[src/hw/ocdcu_pkg.sv]
// package for the on-chip debug command unit: commands, control bits, timing
// assumes a byte-level serial front end outside; no bit timing here
package ocdcu_pkg;
    // ------------------------------------------------------------------
    // command bytes
    // ------------------------------------------------------------------
    localparam logic [7:0] CMD_RD_REV = 8'h00;
    localparam logic [7:0] CMD_RSVD = 8'h01;
    localparam logic [7:0] CMD_RD_STAT = 8'h02;
    localparam logic [7:0] CMD_RD_RTC = 8'h03;
    localparam logic [7:0] CMD_WR_CTL = 8'h04;
    localparam logic [7:0] CMD_RD_CTL = 8'h05;
    localparam logic [7:0] CMD_WR_PC = 8'h06;
    localparam logic [7:0] CMD_RD_PC = 8'h07;
    localparam logic [7:0] CMD_RD_MEM = 8'h0B;
    localparam logic [7:0] BRK_OPCODE = 8'h00;
    // ------------------------------------------------------------------
    // control register fields and reset values
    // ------------------------------------------------------------------
    localparam int CTL_HALT_BIT = 7;
    localparam int CTL_BREAKPOINT_ENABLE_BIT = 6;
    localparam int CTL_ACK_BIT = 5;
    localparam int CTL_RST_BIT = 0;
    localparam logic [7:0] CTL_RESET = 8'h00;
    localparam logic [7:0] CTL_WR_MASK = 8'hE1;
    localparam logic [15:0] RTC_MAX = 16'hFFFF;
    localparam logic [15:0] RTC_RESET = 16'h0000;
    localparam logic [15:0] PC_RESET = 16'h0000;
    // revision code, value arbitrary
    localparam logic [15:0] DEBUG_REV = 16'h0A5C;
    // ------------------------------------------------------------------
    // APB map (byte addresses)
    // ------------------------------------------------------------------
    localparam logic [7:0] A_CMD = 8'h00;
    localparam logic [7:0] A_DATA = 8'h04;
    localparam logic [7:0] A_STAT = 8'h08;
    localparam logic [7:0] A_CTL = 8'h0C;
    localparam logic [7:0] A_RTC = 8'h10;
    localparam logic [7:0] A_OPT = 8'h14;
    // ------------------------------------------------------------------
    // chip reset pulse length
    // ------------------------------------------------------------------
    localparam int CHIP_RST_NS = 40;
    localparam int CLK_NS = 4;
    localparam int CHIP_RST_CYC = (CHIP_RST_NS + CLK_NS - 1) / CLK_NS;

    typedef enum logic [2:0] {
        ST_IDLE = 3'b000,
        ST_ARG0 = 3'b001,
        ST_ARG1 = 3'b010,
        ST_DISC = 3'b011
    } ocdcu_state_t;

    typedef struct packed {
        logic [7:0] data;
        logic valid;
    } ocdcu_byte_t;
endpackage

[src/hw/ocdcu_top.sv]
// on-chip debug command unit: decodes host command bytes, owns halt state,
// breakpoint enable, runtime counter and pc access.
// assumes: serial pin already turned into bytes (rxByte) by the link logic,
// cpu reports breakpoint decode and takes pc loads; APB mirrors the unit.
`timescale 1ns/10ps
// How it works
// RQ1: host plants a breakpoint by writing opcode 00H over the instruction
// RQ2: host removes a breakpoint by erasing and reprogramming its page
// RQ3: a sixteen-bit counter counts clock cycles while running
// RQ4: counter runs after leaving halt, stops on halt, saturates at FFFFH
// RQ5: host controls only by command bytes; each byte is decoded here
// RQ6: while running only a small command subset is honoured
// RQ7: revision, status and control reads work in any state
// RQ8: control write works always; under protection cannot clear halt
// RQ9: in halt all commands work unless protection blocks them
// RQ10: protection disables pc write and read commands
// RQ11: protection refuses every program memory read
// RQ12: halt flag stops instruction fetch; clearing it restarts cpu
// RQ13: breakpoint opcode is nop unless enabled; enabled it sets halt
// RQ14: 81H resets then halts chip; 41H resets then runs
// RQ15: reset request resets the chip, not this unit, and self-clears
// RQ16: counter clears to zero whenever halt is left
module ocdcu_top
    import ocdcu_pkg::*;
#(
    parameter int RST_CYCLES = CHIP_RST_CYC
) (
    input wire logic sys_clk,
    input wire logic rst,
    input wire ocdcu_byte_t rxByte,
    output ocdcu_byte_t txByte,
    input wire logic codeReadProtectOption,
    input wire logic brkDecoded,
    input wire logic [15:0] cpuPc,
    output logic debugHaltFlag,
    output logic fetchEnable,
    output logic [15:0] pcLoadValue,
    output logic pcLoad,
    output logic chipResetReq,
    output logic memReadBlocked,
    input wire logic psel,
    input wire logic penable,
    input wire logic pwrite,
    input wire logic [7:0] paddr,
    input wire logic [31:0] pwdata,
    output logic [31:0] prdata,
    output logic pready,
    output logic pslverr
);
    initial begin
        if (RST_CYCLES < 1 || RST_CYCLES > 255) begin
            $error("RST_CYCLES out of range");
        end
    end

    // ------------------------------------------------------------------
    // state
    // ------------------------------------------------------------------
    logic [7:0] ctl_q;
    logic [15:0] rtc_q;
    logic [7:0] cmd_q;
    logic [7:0] arg_q;
    logic [7:0] rstCnt_q;
    logic [7:0] lastCmd_q;
    logic refused_q;
    logic optSync0_q, optSync1_q;
    ocdcu_state_t st_q;
    ocdcu_byte_t tx_q;

    // protection option is a strap from outside: two flops first
    always_ff @(posedge sys_clk) begin
        optSync0_q <= codeReadProtectOption;
        optSync1_q <= optSync0_q;
    end
    wire protect = optSync1_q;
    wire halted = ctl_q[CTL_HALT_BIT];

    // ------------------------------------------------------------------
    // command decode
    // ------------------------------------------------------------------
    wire cmdStart = rxByte.valid && st_q == ST_IDLE;
    wire [7:0] cmdIn = rxByte.data;
    // RQ7 state-free commands
    wire anyState = cmdIn == CMD_RD_REV || cmdIn == CMD_RD_STAT
        || cmdIn == CMD_RD_CTL || cmdIn == CMD_WR_CTL;
    // RQ10 pc access locked by protection
    wire protBlocked = protect && (cmdIn == CMD_WR_PC || cmdIn == CMD_RD_PC);
    // RQ11 memory reads refused under protection
    wire memBlocked = protect && cmdIn == CMD_RD_MEM;
    // RQ6 RQ9 gate by halt state
    wire allowed = (anyState || halted) && !protBlocked && !memBlocked
        && cmdIn != CMD_RSVD;
    wire needsArg = cmdIn == CMD_WR_CTL || cmdIn == CMD_WR_PC;
    wire argByte = rxByte.valid && (st_q == ST_ARG0 || st_q == ST_ARG1);

    // RQ8 halt cannot be cleared under protection
    wire [7:0] wrCtlRaw = rxByte.data & CTL_WR_MASK;
    wire haltKeep = protect && halted;
    wire [7:0] wrCtl = haltKeep ? (wrCtlRaw | (8'h01 << CTL_HALT_BIT)) : wrCtlRaw;
    wire hostCtlWr = argByte && st_q == ST_ARG0 && cmd_q == CMD_WR_CTL;

    // APB decode
    wire apbAcc = psel && penable;
    wire apbWr = apbAcc && pwrite;
    wire hitCmd = paddr == A_CMD;
    wire hitData = paddr == A_DATA;
    wire hitStat = paddr == A_STAT;
    wire hitCtl = paddr == A_CTL;
    wire hitRtc = paddr == A_RTC;
    wire hitOpt = paddr == A_OPT;
    wire mapped = hitCmd || hitData || hitStat || hitCtl || hitRtc || hitOpt;
    wire apbCtlWr = apbWr && hitCtl;
    wire [7:0] apbCtlRaw = pwdata[7:0] & CTL_WR_MASK;
    wire [7:0] apbCtl = haltKeep ? (apbCtlRaw | (8'h01 << CTL_HALT_BIT)) : apbCtlRaw;

    // ------------------------------------------------------------------
    // command sequencer
    // ------------------------------------------------------------------
    // RQ5 byte decode state machine
    always_ff @(posedge sys_clk) begin
        if (rst) begin
            st_q <= ST_IDLE;
            cmd_q <= 8'h00;
            arg_q <= 8'h00;
            refused_q <= 1'b0;
            lastCmd_q <= 8'h00;
        end else begin
            unique case (st_q)
                ST_IDLE: begin
                    if (cmdStart) begin
                        cmd_q <= cmdIn;
                        lastCmd_q <= cmdIn;
                        refused_q <= !allowed;
                        if (needsArg) begin
                            st_q <= allowed ? ST_ARG0 : ST_DISC;
                        end
                    end
                end
                ST_ARG0: begin
                    if (rxByte.valid) begin
                        arg_q <= rxByte.data;
                        st_q <= cmd_q == CMD_WR_PC ? ST_ARG1 : ST_IDLE;
                    end
                end
                ST_ARG1: begin
                    if (rxByte.valid) begin
                        st_q <= ST_IDLE;
                    end
                end
                // refused writes still swallow their data bytes; a pc write
                // has two, so its first byte only retags the command
                ST_DISC: begin
                    if (rxByte.valid) begin
                        if (cmd_q == CMD_WR_PC) begin
                            cmd_q <= CMD_RSVD;
                        end else begin
                            st_q <= ST_IDLE;
                        end
                    end
                end
                default: st_q <= ST_IDLE;
            endcase
        end
    end

    // ------------------------------------------------------------------
    // reply bytes
    // ------------------------------------------------------------------
    logic [7:0] reply;
    logic replyOk;
    always_comb begin
        reply = 8'h00;
        replyOk = cmdStart && allowed;
        unique case (cmdIn)
            CMD_RD_REV: reply = DEBUG_REV[7:0];
            CMD_RD_STAT: reply = {halted, protect, 6'h00};
            CMD_RD_RTC: reply = rtc_q[7:0];
            CMD_RD_CTL: reply = ctl_q;
            CMD_RD_PC: reply = cpuPc[7:0];
            default: replyOk = 1'b0;
        endcase
    end

    // data is held between replies so the bus can still read the last one
    always_ff @(posedge sys_clk) begin
        if (rst) begin
            tx_q <= '0;
        end else begin
            tx_q.valid <= replyOk;
            tx_q.data <= replyOk ? reply : tx_q.data;
        end
    end
    assign txByte = tx_q;

    // ------------------------------------------------------------------
    // control register, reset request
    // ------------------------------------------------------------------
    // RQ15 request clears once the chip reset pulse has run
    wire rstDone = ctl_q[CTL_RST_BIT] && rstCnt_q == 8'(RST_CYCLES - 1);
    // RQ13 enabled breakpoint sets halt
    wire brkHit = brkDecoded && ctl_q[CTL_BREAKPOINT_ENABLE_BIT] && !halted;
    always_ff @(posedge sys_clk) begin
        if (rst) begin
            ctl_q <= CTL_RESET;
        end else begin
            if (hostCtlWr) begin
                ctl_q <= wrCtl;
            end else if (apbCtlWr) begin
                ctl_q <= apbCtl;
            end else if (rstDone) begin
                ctl_q[CTL_RST_BIT] <= 1'b0;
            end
            // a halt raised by the cpu must not be lost under a same-cycle write
            if (brkHit) begin
                ctl_q[CTL_HALT_BIT] <= 1'b1;
            end
        end
    end

    // RQ14 81H keeps halt through reset, 41H runs after it
    always_ff @(posedge sys_clk) begin
        if (rst || !ctl_q[CTL_RST_BIT]) begin
            rstCnt_q <= 8'h00;
        end else begin
            rstCnt_q <= rstCnt_q + 8'h01;
        end
    end
    // RQ15 only the rest of the chip sees this reset
    assign chipResetReq = ctl_q[CTL_RST_BIT];

    // RQ12 fetch stops while halted
    assign debugHaltFlag = halted;
    assign fetchEnable = !halted && !ctl_q[CTL_RST_BIT];

    // ------------------------------------------------------------------
    // runtime counter
    // ------------------------------------------------------------------
    logic halt_q;
    always_ff @(posedge sys_clk) begin
        if (rst) begin
            halt_q <= 1'b0;
        end else begin
            halt_q <= halted;
        end
    end
    // clearing one cycle late costs one count: the first running cycle clears the frozen value instead of counting
    wire leaveHalt = halt_q && !halted;
    // RQ3 RQ4 RQ16 count, saturate, clear on resume
    always_ff @(posedge sys_clk) begin
        if (rst) begin
            rtc_q <= RTC_RESET;
        end else if (leaveHalt) begin
            rtc_q <= RTC_RESET;
        end else if (!halted && rtc_q != RTC_MAX) begin
            rtc_q <= rtc_q + 16'h0001;
        end
    end

    // ------------------------------------------------------------------
    // program counter write
    // ------------------------------------------------------------------
    always_ff @(posedge sys_clk) begin
        if (rst) begin
            pcLoadValue <= PC_RESET;
            pcLoad <= 1'b0;
        end else begin
            pcLoad <= argByte && st_q == ST_ARG1;
            if (argByte && st_q == ST_ARG1) begin
                pcLoadValue <= {arg_q, rxByte.data};
            end
        end
    end

    // RQ11 memory path told to refuse reads
    assign memReadBlocked = protect;

    // ------------------------------------------------------------------
    // APB slave, zero wait states
    // ------------------------------------------------------------------
    logic [31:0] rdMux;
    always_comb begin
        rdMux = 32'h0000_0000;
        if (hitCmd) rdMux = {24'h000000, lastCmd_q};
        if (hitData) rdMux = {24'h000000, tx_q.data};
        if (hitStat) rdMux = {28'h0000000, refused_q, protect, halted, st_q != ST_IDLE};
        if (hitCtl) rdMux = {24'h000000, ctl_q};
        if (hitRtc) rdMux = {16'h0000, rtc_q};
        if (hitOpt) rdMux = {31'h00000000, protect};
    end
    // read data is captured in the setup cycle so prdata comes from a flop;
    // the access cycle only presents it, zero wait states are kept
    logic [31:0] prdata_q;
    always_ff @(posedge sys_clk) begin
        if (rst) begin
            prdata_q <= 32'h0000_0000;
        end else begin
            prdata_q <= (psel && !penable) ? rdMux : 32'h0000_0000;
        end
    end
    assign prdata = prdata_q;
    assign pready = 1'b1;
    assign pslverr = apbAcc && !mapped;
endmodule

[config.mk]
export PLATFORM = sky130hd
export DESIGN_NAME = ocdcu_top
export DESIGN_NICKNAME = d
export VERILOG_FILES = /design/src/hw/ocdcu_pkg.sv /design/src/hw/ocdcu_top.sv
export SDC_FILE = /design/constraint.sdc
export NUM_CORES = 1
export LEC_CHECK = 0
export ABC_AREA = 1
export BUFFER_PORTS_ARGS = -buffer_cell sky130_fd_sc_hd__buf_2
export CAP_MARGIN = 20
export CORE_ASPECT_RATIO = 0.6
export CORE_MARGIN = 2
export CORE_UTILIZATION = 46
export CTS_CLUSTER_DIAMETER = 60
export DETAILED_ROUTE_END_ITERATION = 10
export PLACE_DENSITY = 0.74
export SYNTH_ARGS = -nofsm -noshare
export SYNTH_HDL_FRONTEND = slang
export SYNTH_SLANG_ARGS = --single-unit
[constraint.sdc]
create_clock -name sys_clk -period 1.65 [get_ports sys_clk]
set_clock_uncertainty 0.1 [all_clocks]
set_input_delay 0.495 -clock sys_clk [delete_from_list [all_inputs] [get_ports sys_clk]]
set_output_delay 0.495 -clock sys_clk [all_outputs]
set_load 0.005 [all_outputs]
==> results.tsv, run 1 <==
stage	metric	value	unit
grt	vias in the first global route	4573	
logic_synthesis	syn_area_per_cell	7.08	sq um
timing	Slew Limit Fails	0	
run	Max Cap Viol	0	
detailed_routing	DR top layer	met4	
clock_network	CTS tree	done	
grt	largest net degree at the start of global routing	34	
detailed_routing	Via density	5.32	
detailed_routing	Vias	5224	
timing	TNS Setup	-1.21	ns
floorplanning	Ports	136	
clock_network	clk root buf	clkbuf_16	
layout	layout cells sized above 1	0.360	
timing	final clock period utilization by the worst path	1.09	
floorplanning	core region area	9910	sq um
detailed_routing	drt first pass iters	6	
grt	antenna violations before repair	0	
detailed_routing	Detail Route met2 WL	6.59	mm
layout	design area	6680	sq um
critical_path	CP Launch Type	primary input	
power	Pwr Density	887	nW/um^2
floorplanning	starting density of the core	0.474	
power	Max VDD drop	0.827	mV
detailed_routing	WL met3	1.93	mm
placed_design	gpl congestion	0.923	
logic_synthesis	Distinct cells, synth	39	
detailed_routing	Routed WL	15.6	mm
timing	RSZ-0062 raised after global routing	true	
grt	remaining global-route overflow	0	
critical_path	CP Capture Type	output pin	
placed_design	PortBufs	82	
placed_design	placed instance area	5790	sq um
timing	Hold Fails Final Rpt	0	
detailed_routing	Initial DRC Count	593	
floorplanning	Die Height	82.3	microns
layout	ant diodes	0	
logic_synthesis	Syn Std Cell Area	4700	sq um
floorplanning	std cell rows	28	
clock_network	clk slew on worst S/H paths	0.07	ns
layout	final net count	921	
placed_design	Place WS	-0.325	ns
critical_path	CP Class	in2out	
run_status	status	complete, but fails checks	
run_status	violated checks	setup timing	
detailed_routing	Wirelength per Cell	15.9	microns
layout	synthesis-to-finish area growth	42.2	%
grt	total track usage	0.263	
critical_path	Crit path required time	1.05	ns
critical_path	Critical Path AT	1.21	ns
logic_synthesis	Seq/Total Area, Yosys	0.426	
grt	first-pass GRT wire length	22.4	mm
detailed_routing	M1 wire length	6.81	mm
clock_network	CTS Sinks	100	
clock_network	later-pin clock latency in the skew report	0.35	ns
detailed_routing	Final ANT Viol Nets	0	
critical_path	crit path max fanout	2	
layout	fillers	782	
floorplanning	die area	11100	sq um
logic_synthesis	post-synthesis instance total	664	
layout	multi-input logic area	2560	sq um
layout	register area	2020	sq um
logic_synthesis	Yosys warnings	0	
clock_network	CTS buffer count	9	
timing	final setup vio count	17	
timing	final setup margin	-0.154	ns
timing	fmax	0.554	GHz
hold_path	min-delay worst type	in2reg	
logic_synthesis	register bit total from synthesis	100	
clock_network	H-tree lvl count	3	
timing	crit path time final	1.80	ns
clock_network	Clock Path Buffers	2	
power	LEAKAGE	2.95	nW
floorplanning	Die X	134	microns
placed_design	post-DP HPWL	10.9	mm
detailed_routing	# DRC	0	
-- metrics by stage --
stage / hold WS, ns / util / total power, mW / cells
2_1_floorplan: 0.210 / - / 3.17 / 679
3_3_place_gp: 0.213 / 0.584 / 3.51 / 946
3_5_place_dp: 0.221 / 0.584 / 3.56 / 946
4_1_cts: 0.136 / 0.635 / 5.67 / 972
5_1_grt: 0.131 / 0.674 / 6.14 / 982
6_report: 0.138 / 0.674 / 5.93 / 982
-- critical path, cell delays in order --
cell and delay (ns):
buf_2 0.12, nor2_2 0.15, nand3_2 0.11, nor2_2 0.16, nor4_2 0.06, buf_2 0.12
-- layout by cell type (no fill, tap or decap), types with 6 or more instances in the layout --
cell type,count
dfxtp_1,90
nor2_1,61
inv_2,10
xor2_1,8
nand4_1,6
nor3_2,6
conb_1,17
buf_2,78
nand2_2,22
dfxtp_2,9
buf_4,91
o211ai_1,6
nand3_1,20
a21oi_1,67
o21ai_0,38
buf_6,10
a21oi_2,8
nor2_2,6
nand2_1,105
nand3_2,6
inv_1,87
clkbuf_16,9
nor2_4,7
nor3_1,9
-- cell type report --
cell class                      count  share of cell area
Sequential cell                   100               0.302
Tap cell                          135              0.0253
Timing Repair inverter              1             0.00112
Clock buffer                        9              0.0337
Multi-Input combinational cell    446               0.384
Clock inverter                      7             0.00992
Inverter                          102              0.0590
Timing Repair Buffer              182               0.186
-- report_power, final --
group          internal [mW]  switching, mW  leakage (nW)
Clock                   1.06           1.03         0.142
Combinational          0.484          0.683          1.99
Sequential              2.56          0.106         0.815
Total                   4.11           1.82          2.95
-- synth_stat cells --
master     instances  area (sq um)
nand2_2            6          37.5
nand3b_1           2          15.0
a31oi_1            2          12.5
nand4_4            1          21.3
nor2_1            67           251
buf_6              1          11.3
o221ai_1           1          8.76
o21ai_1            1          5.00
nand2_1          125           469
nor2_2             5          31.3
and2_1             1          6.26
buf_2              4          20.0
o22ai_1            4          25.0
ha_1               7          87.6
clkbuf_1          10          37.5
nor2_4             2          22.5
nor3_1            16          80.1
nor3b_2            1          12.5
xor2_1             8          70.1
and3_1             1          6.26
a211oi_1           4          30.0
conb_1             2          7.51
o21ai_2            1          8.76
clkinv_1           3          11.3
clkbuf_2           1          5.00
o211ai_1           6          45.0
o2111ai_1          1          8.76
inv_2              5          18.8
nor4_1             5          31.3
buf_4             17           128
o31ai_1            1          7.51
nor3_2             1          10.0
dfxtp_1          100          2000
a41oi_1            1          8.76
nand3_1           29           145
inv_1             94           353
a21oi_1           75           375
o21ai_0           47           235
nand4_1            6          37.5
-- final timing paths --
check                    to  cells after the start  slack (ns)                  start
max reg2reg       rtc_q[10]                      8       -0.13               rtc_q[5]
min reg2reg  memReadBlocked                      0        0.24             optSync0_q
min              optSync0_q                      1        0.14  codeReadProtectOption
max                 pslverr                      6       -0.15               paddr[1]
-- cells by family (layout without fill, tap and decap cells) --
group	count (synthesis)	count (layout)	synth area share
fa+ha+maj	7	7	0.0186
other cells	2	17	0.00160
flops	100	100	0.426
simple gates	268	270	0.251
buf+inv	135	301	0.124
compound gates	144	144	0.164
xor+xnor	8	8	0.0149
-- flip-flops by register name, summed over array words and instances (netlist names) --
signal and count:
arg_q 8, cmd_q 8, ctl_q 4, halt_q 1
lastCmd_q 8, memReadBlocked 1, optSync0_q 1, pcLoad 1
pcLoadValue 16, prdata 16, refused_q 1, rstCnt_q 8
rtc_q 16, st_q 2, txByte 9
-- metal layers --
layer,track usage,vias to the layer above
met4,0.0674,0
met2,0.382,327
li1,-,2478
met3,0.0739,33
met5,0,-
met1,0.383,2386
-- what timing repair did --
item | in CTS | in global routing
resized for setup | 41 | 82
setup buffers | 9 | 10
endpoints found under the setup margin | 15 | 45
cloned | 2 | 2
pin swaps | 20 | 36
hold buffers | 0 | 0
No activity file was read; power rests on OpenSTA's default activity.
==> run 2, diff against run 1 <==
CORE_ASPECT_RATIO = 0.9   (was 0.6)
RECOVER_POWER = 50   (was default)
==> run 2 against run 1 <==
Setup slack better by 0.0014 ns. Cell count fell by 2.2%. The flow still finishes with violations (setup timing). Clock-buffer cell count grew 1. Design area fell by 2.2%. Die area is 0.23% lower. Highest routed layer unchanged. Via count is 6.1% lower.
==> results.tsv, run 2 (synthesized netlist as in run 1, its figures left out) <==
stage	metric	value	unit	change
clock_network	CTS Sinks	100		unchanged
floorplanning	Die Height	99.9	microns	was 82.3 microns
timing	final setup margin	-0.153	ns	was -0.154 ns
critical_path	crit path max fanout	4		was 2
placed_design	post-DP HPWL	10.1	mm	was 10.9 mm
power	Pwr Density	893	nW/um^2	was 887 nW/um^2
timing	final setup vio count	6		was 17
run_status	status	complete, but fails checks		unchanged
detailed_routing	Wirelength per Cell	14.8	microns	was 15.9 microns
detailed_routing	Vias	4905		was 5224
clock_network	CTS tree	done		unchanged
hold_path	Hold Crit Depth	1		unchanged
grt	antenna violations before repair	0		unchanged
timing	fmax	0.555	GHz	was 0.554 GHz
floorplanning	core region area	9780	sq um	was 9910 sq um
clock_network	Clock Path Buffers	2		unchanged
clock_network	hold buffer count at CTS	0		unchanged
critical_path	cell chain of the critical path	buf_4 -> inv_2 -> nand3_2 -> nor2_2 -> nor4_1 -> buf_2		was buf_2 -> nor2_2 -> nand3_2 -> nor2_2 -> nor4_2 -> buf_2
layout	most frequent cells in the layout	nand2_1, dfxtp_1, inv_1		was nand2_1, buf_4, dfxtp_1
power	share of power burned in registers	0.455		was 0.450
floorplanning	Ports	136		unchanged
grt	remaining global-route overflow	0		unchanged
layout	ant diodes	0		unchanged
critical_path	Critical Path AT	1.21	ns	about the same
placed_design	PortBufs	82		unchanged
detailed_routing	Via density	5.11		was 5.32
critical_path	Crit Reg-Reg Startpoint	st_q[1]		was rtc_q[5]
grt	vias in the first global route	4562		was 4573
clock_network	clk slew on worst S/H paths	0.07	ns	about the same
critical_path	Reg2Reg Depth	8		unchanged
layout	commonest non-fill, non-tap cell in the layout	nand2_1		unchanged
timing	Slew Limit Fails	0		unchanged
placed_design	gpl congestion	0.908		was 0.923
critical_path	slowest stage delay, CP	0.25	ns	was 0.16 ns
detailed_routing	Initial DRC Count	376		was 593
power	Max VDD drop	0.634	mV	was 0.827 mV
layout	final net count	908		was 921
power	internal power	4.11	mW	about the same
floorplanning	Die X	111	microns	was 134 microns
critical_path	Crit path max-delay family	simple AND/OR/NAND/NOR gates		unchanged
detailed_routing	drt first pass iters	8		was 6
hold_path	min-delay src	codeReadProtectOption		unchanged
timing	RSZ-0062 raised after global routing	true		unchanged
detailed_routing	Routed WL	14.2	mm	was 15.6 mm
grt	largest net degree at the start of global routing	39		was 34
layout	synthesis-to-finish area growth	39.1	%	was 42.2%
power	Clock Power Share	0.359		was 0.353
power	Comb pwr share	0.186		was 0.197
critical_path	CP Class	in2out		unchanged
hold_path	Endpoint, Worst Hold	optSync0_q		unchanged
floorplanning	die area	11000	sq um	was 11100 sq um
run	Max Cap Viol	0		unchanged
clock_network	later-pin clock latency in the skew report	0.35	ns	about the same
grt	first-pass GRT wire length	21.5	mm	was 22.4 mm
critical_path	Critical-path top delay cell	nor4_1		was nor2_2
layout	layout cells sized above 1	0.302		was 0.360
detailed_routing	Final ANT Viol Nets	0		unchanged
critical_path	r2r endpoint	lastCmd_q[0]		was rtc_q[10]
power	overall power	5.84	mW	was 5.93 mW
critical_path	CP Capture Type	output pin		unchanged
timing	TNS Setup	-0.300	ns	was -1.21 ns
timing	Hold Fails Final Rpt	0		unchanged
critical_path	Crit path required time	1.05	ns	about the same
floorplanning	std cell rows	34		was 28
grt	total track usage	0.239		was 0.263
critical_path	CP Buf/Inv Count	3		was 2
clock_network	CTS buffer count	9		unchanged
timing	crit path time final	1.80	ns	about the same
hold_path	min-delay worst type	in2reg		unchanged
clock_network	clk root buf	clkbuf_16		unchanged
critical_path	worst reg-to-reg setup slack	-0.06	ns	was -0.13 ns
power	Sw Ratio	0.297		was 0.307
critical_path	CP Launch Type	primary input		unchanged
clock_network	H-tree lvl count	3		unchanged
floorplanning	starting density of the core	0.480		was 0.474
run_status	violated checks	setup timing		unchanged
detailed_routing	# DRC	0		unchanged
power	Net Sw Power	1.73	mW	was 1.82 mW
power	LEAKAGE	2.80	nW	was 2.95 nW
timing	final clock period utilization by the worst path	1.09		about the same
## run 2: cell type report
type                    instances  area [sq um]
clock buffers                  10           239
clock inverters                 6          53.8
fillers                       830          3250
inverters                     102           395
multi-input cells             446          2520
flip-flops and latches        100          2010
well taps                     126           158
repair buffers                170          1160
## run 2: metal layers
layer	wire, microns	global-route usage
met5	0	0
met4	195	0.0654
met3	944	0.0405
met2	6400	0.378
met1	6650	0.340
## run 2: worst max path at each step
stage	from	end	slack, ns	cells after the start
6_report	paddr[2]	pslverr	-0.15	6
5_1_grt	paddr[2]	pslverr	-0.19	6
4_1_cts	paddr[6]	pslverr	-0.12	6
3_5_place_dp	rxByte[5]	st_q[1]	-0.25	10
3_3_place_gp	rxByte[5]	st_q[1]	-0.24	10
2_1_floorplan	rxByte[5]	txByte[1]	0.002	11
## run 2: through the flow
| stage | cell area [sq um] | worst slack, ns | hold WS [ns] | utilization | std cells |
|---|---|---|---|---|---|
| 3_5_place_dp | 5740 | -0.252 | 0.219 | 0.587 | 928 |
| 4_1_cts | 6170 | -0.122 | 0.138 | 0.631 | 948 |
| 2_1_floorplan | 4780 | 0.00197 | 0.210 | - | 679 |
| 6_report | 6540 | -0.153 | 0.146 | 0.668 | 960 |
| 5_1_grt | 6540 | -0.193 | 0.144 | 0.668 | 960 |
| 3_3_place_gp | 5740 | -0.239 | 0.212 | 0.587 | 928 |
## run 2: timing repair
action,CTS,global route
buffers inserted,4,10
pin swaps,7,26
cloned,0,2
gates resized for setup,29,89
endpoints found under the setup margin,20,49
## run 2: worst register-to-register path, cell delays in order (launching register included)
cell and delay (ns):
dfxtp_1 0.42, inv_2 0.08, ha_1 0.20, buf_4 0.16, nand2_2 0.09, inv_4 0.08
buf_12 0.15, o21ai_0 0.22, a21oi_1 0.08
## run 2: power groups by stage
stage	Combinational [mW]	Clock (mW)	Sequential, mW
3_5_place_dp	0.840	0	2.69
2_1_floorplan	0.499	0	2.67
3_3_place_gp	0.819	0	2.69
6_report	1.09	2.10	2.66
5_1_grt	1.18	2.20	2.67
4_1_cts	0.897	2.12	2.64
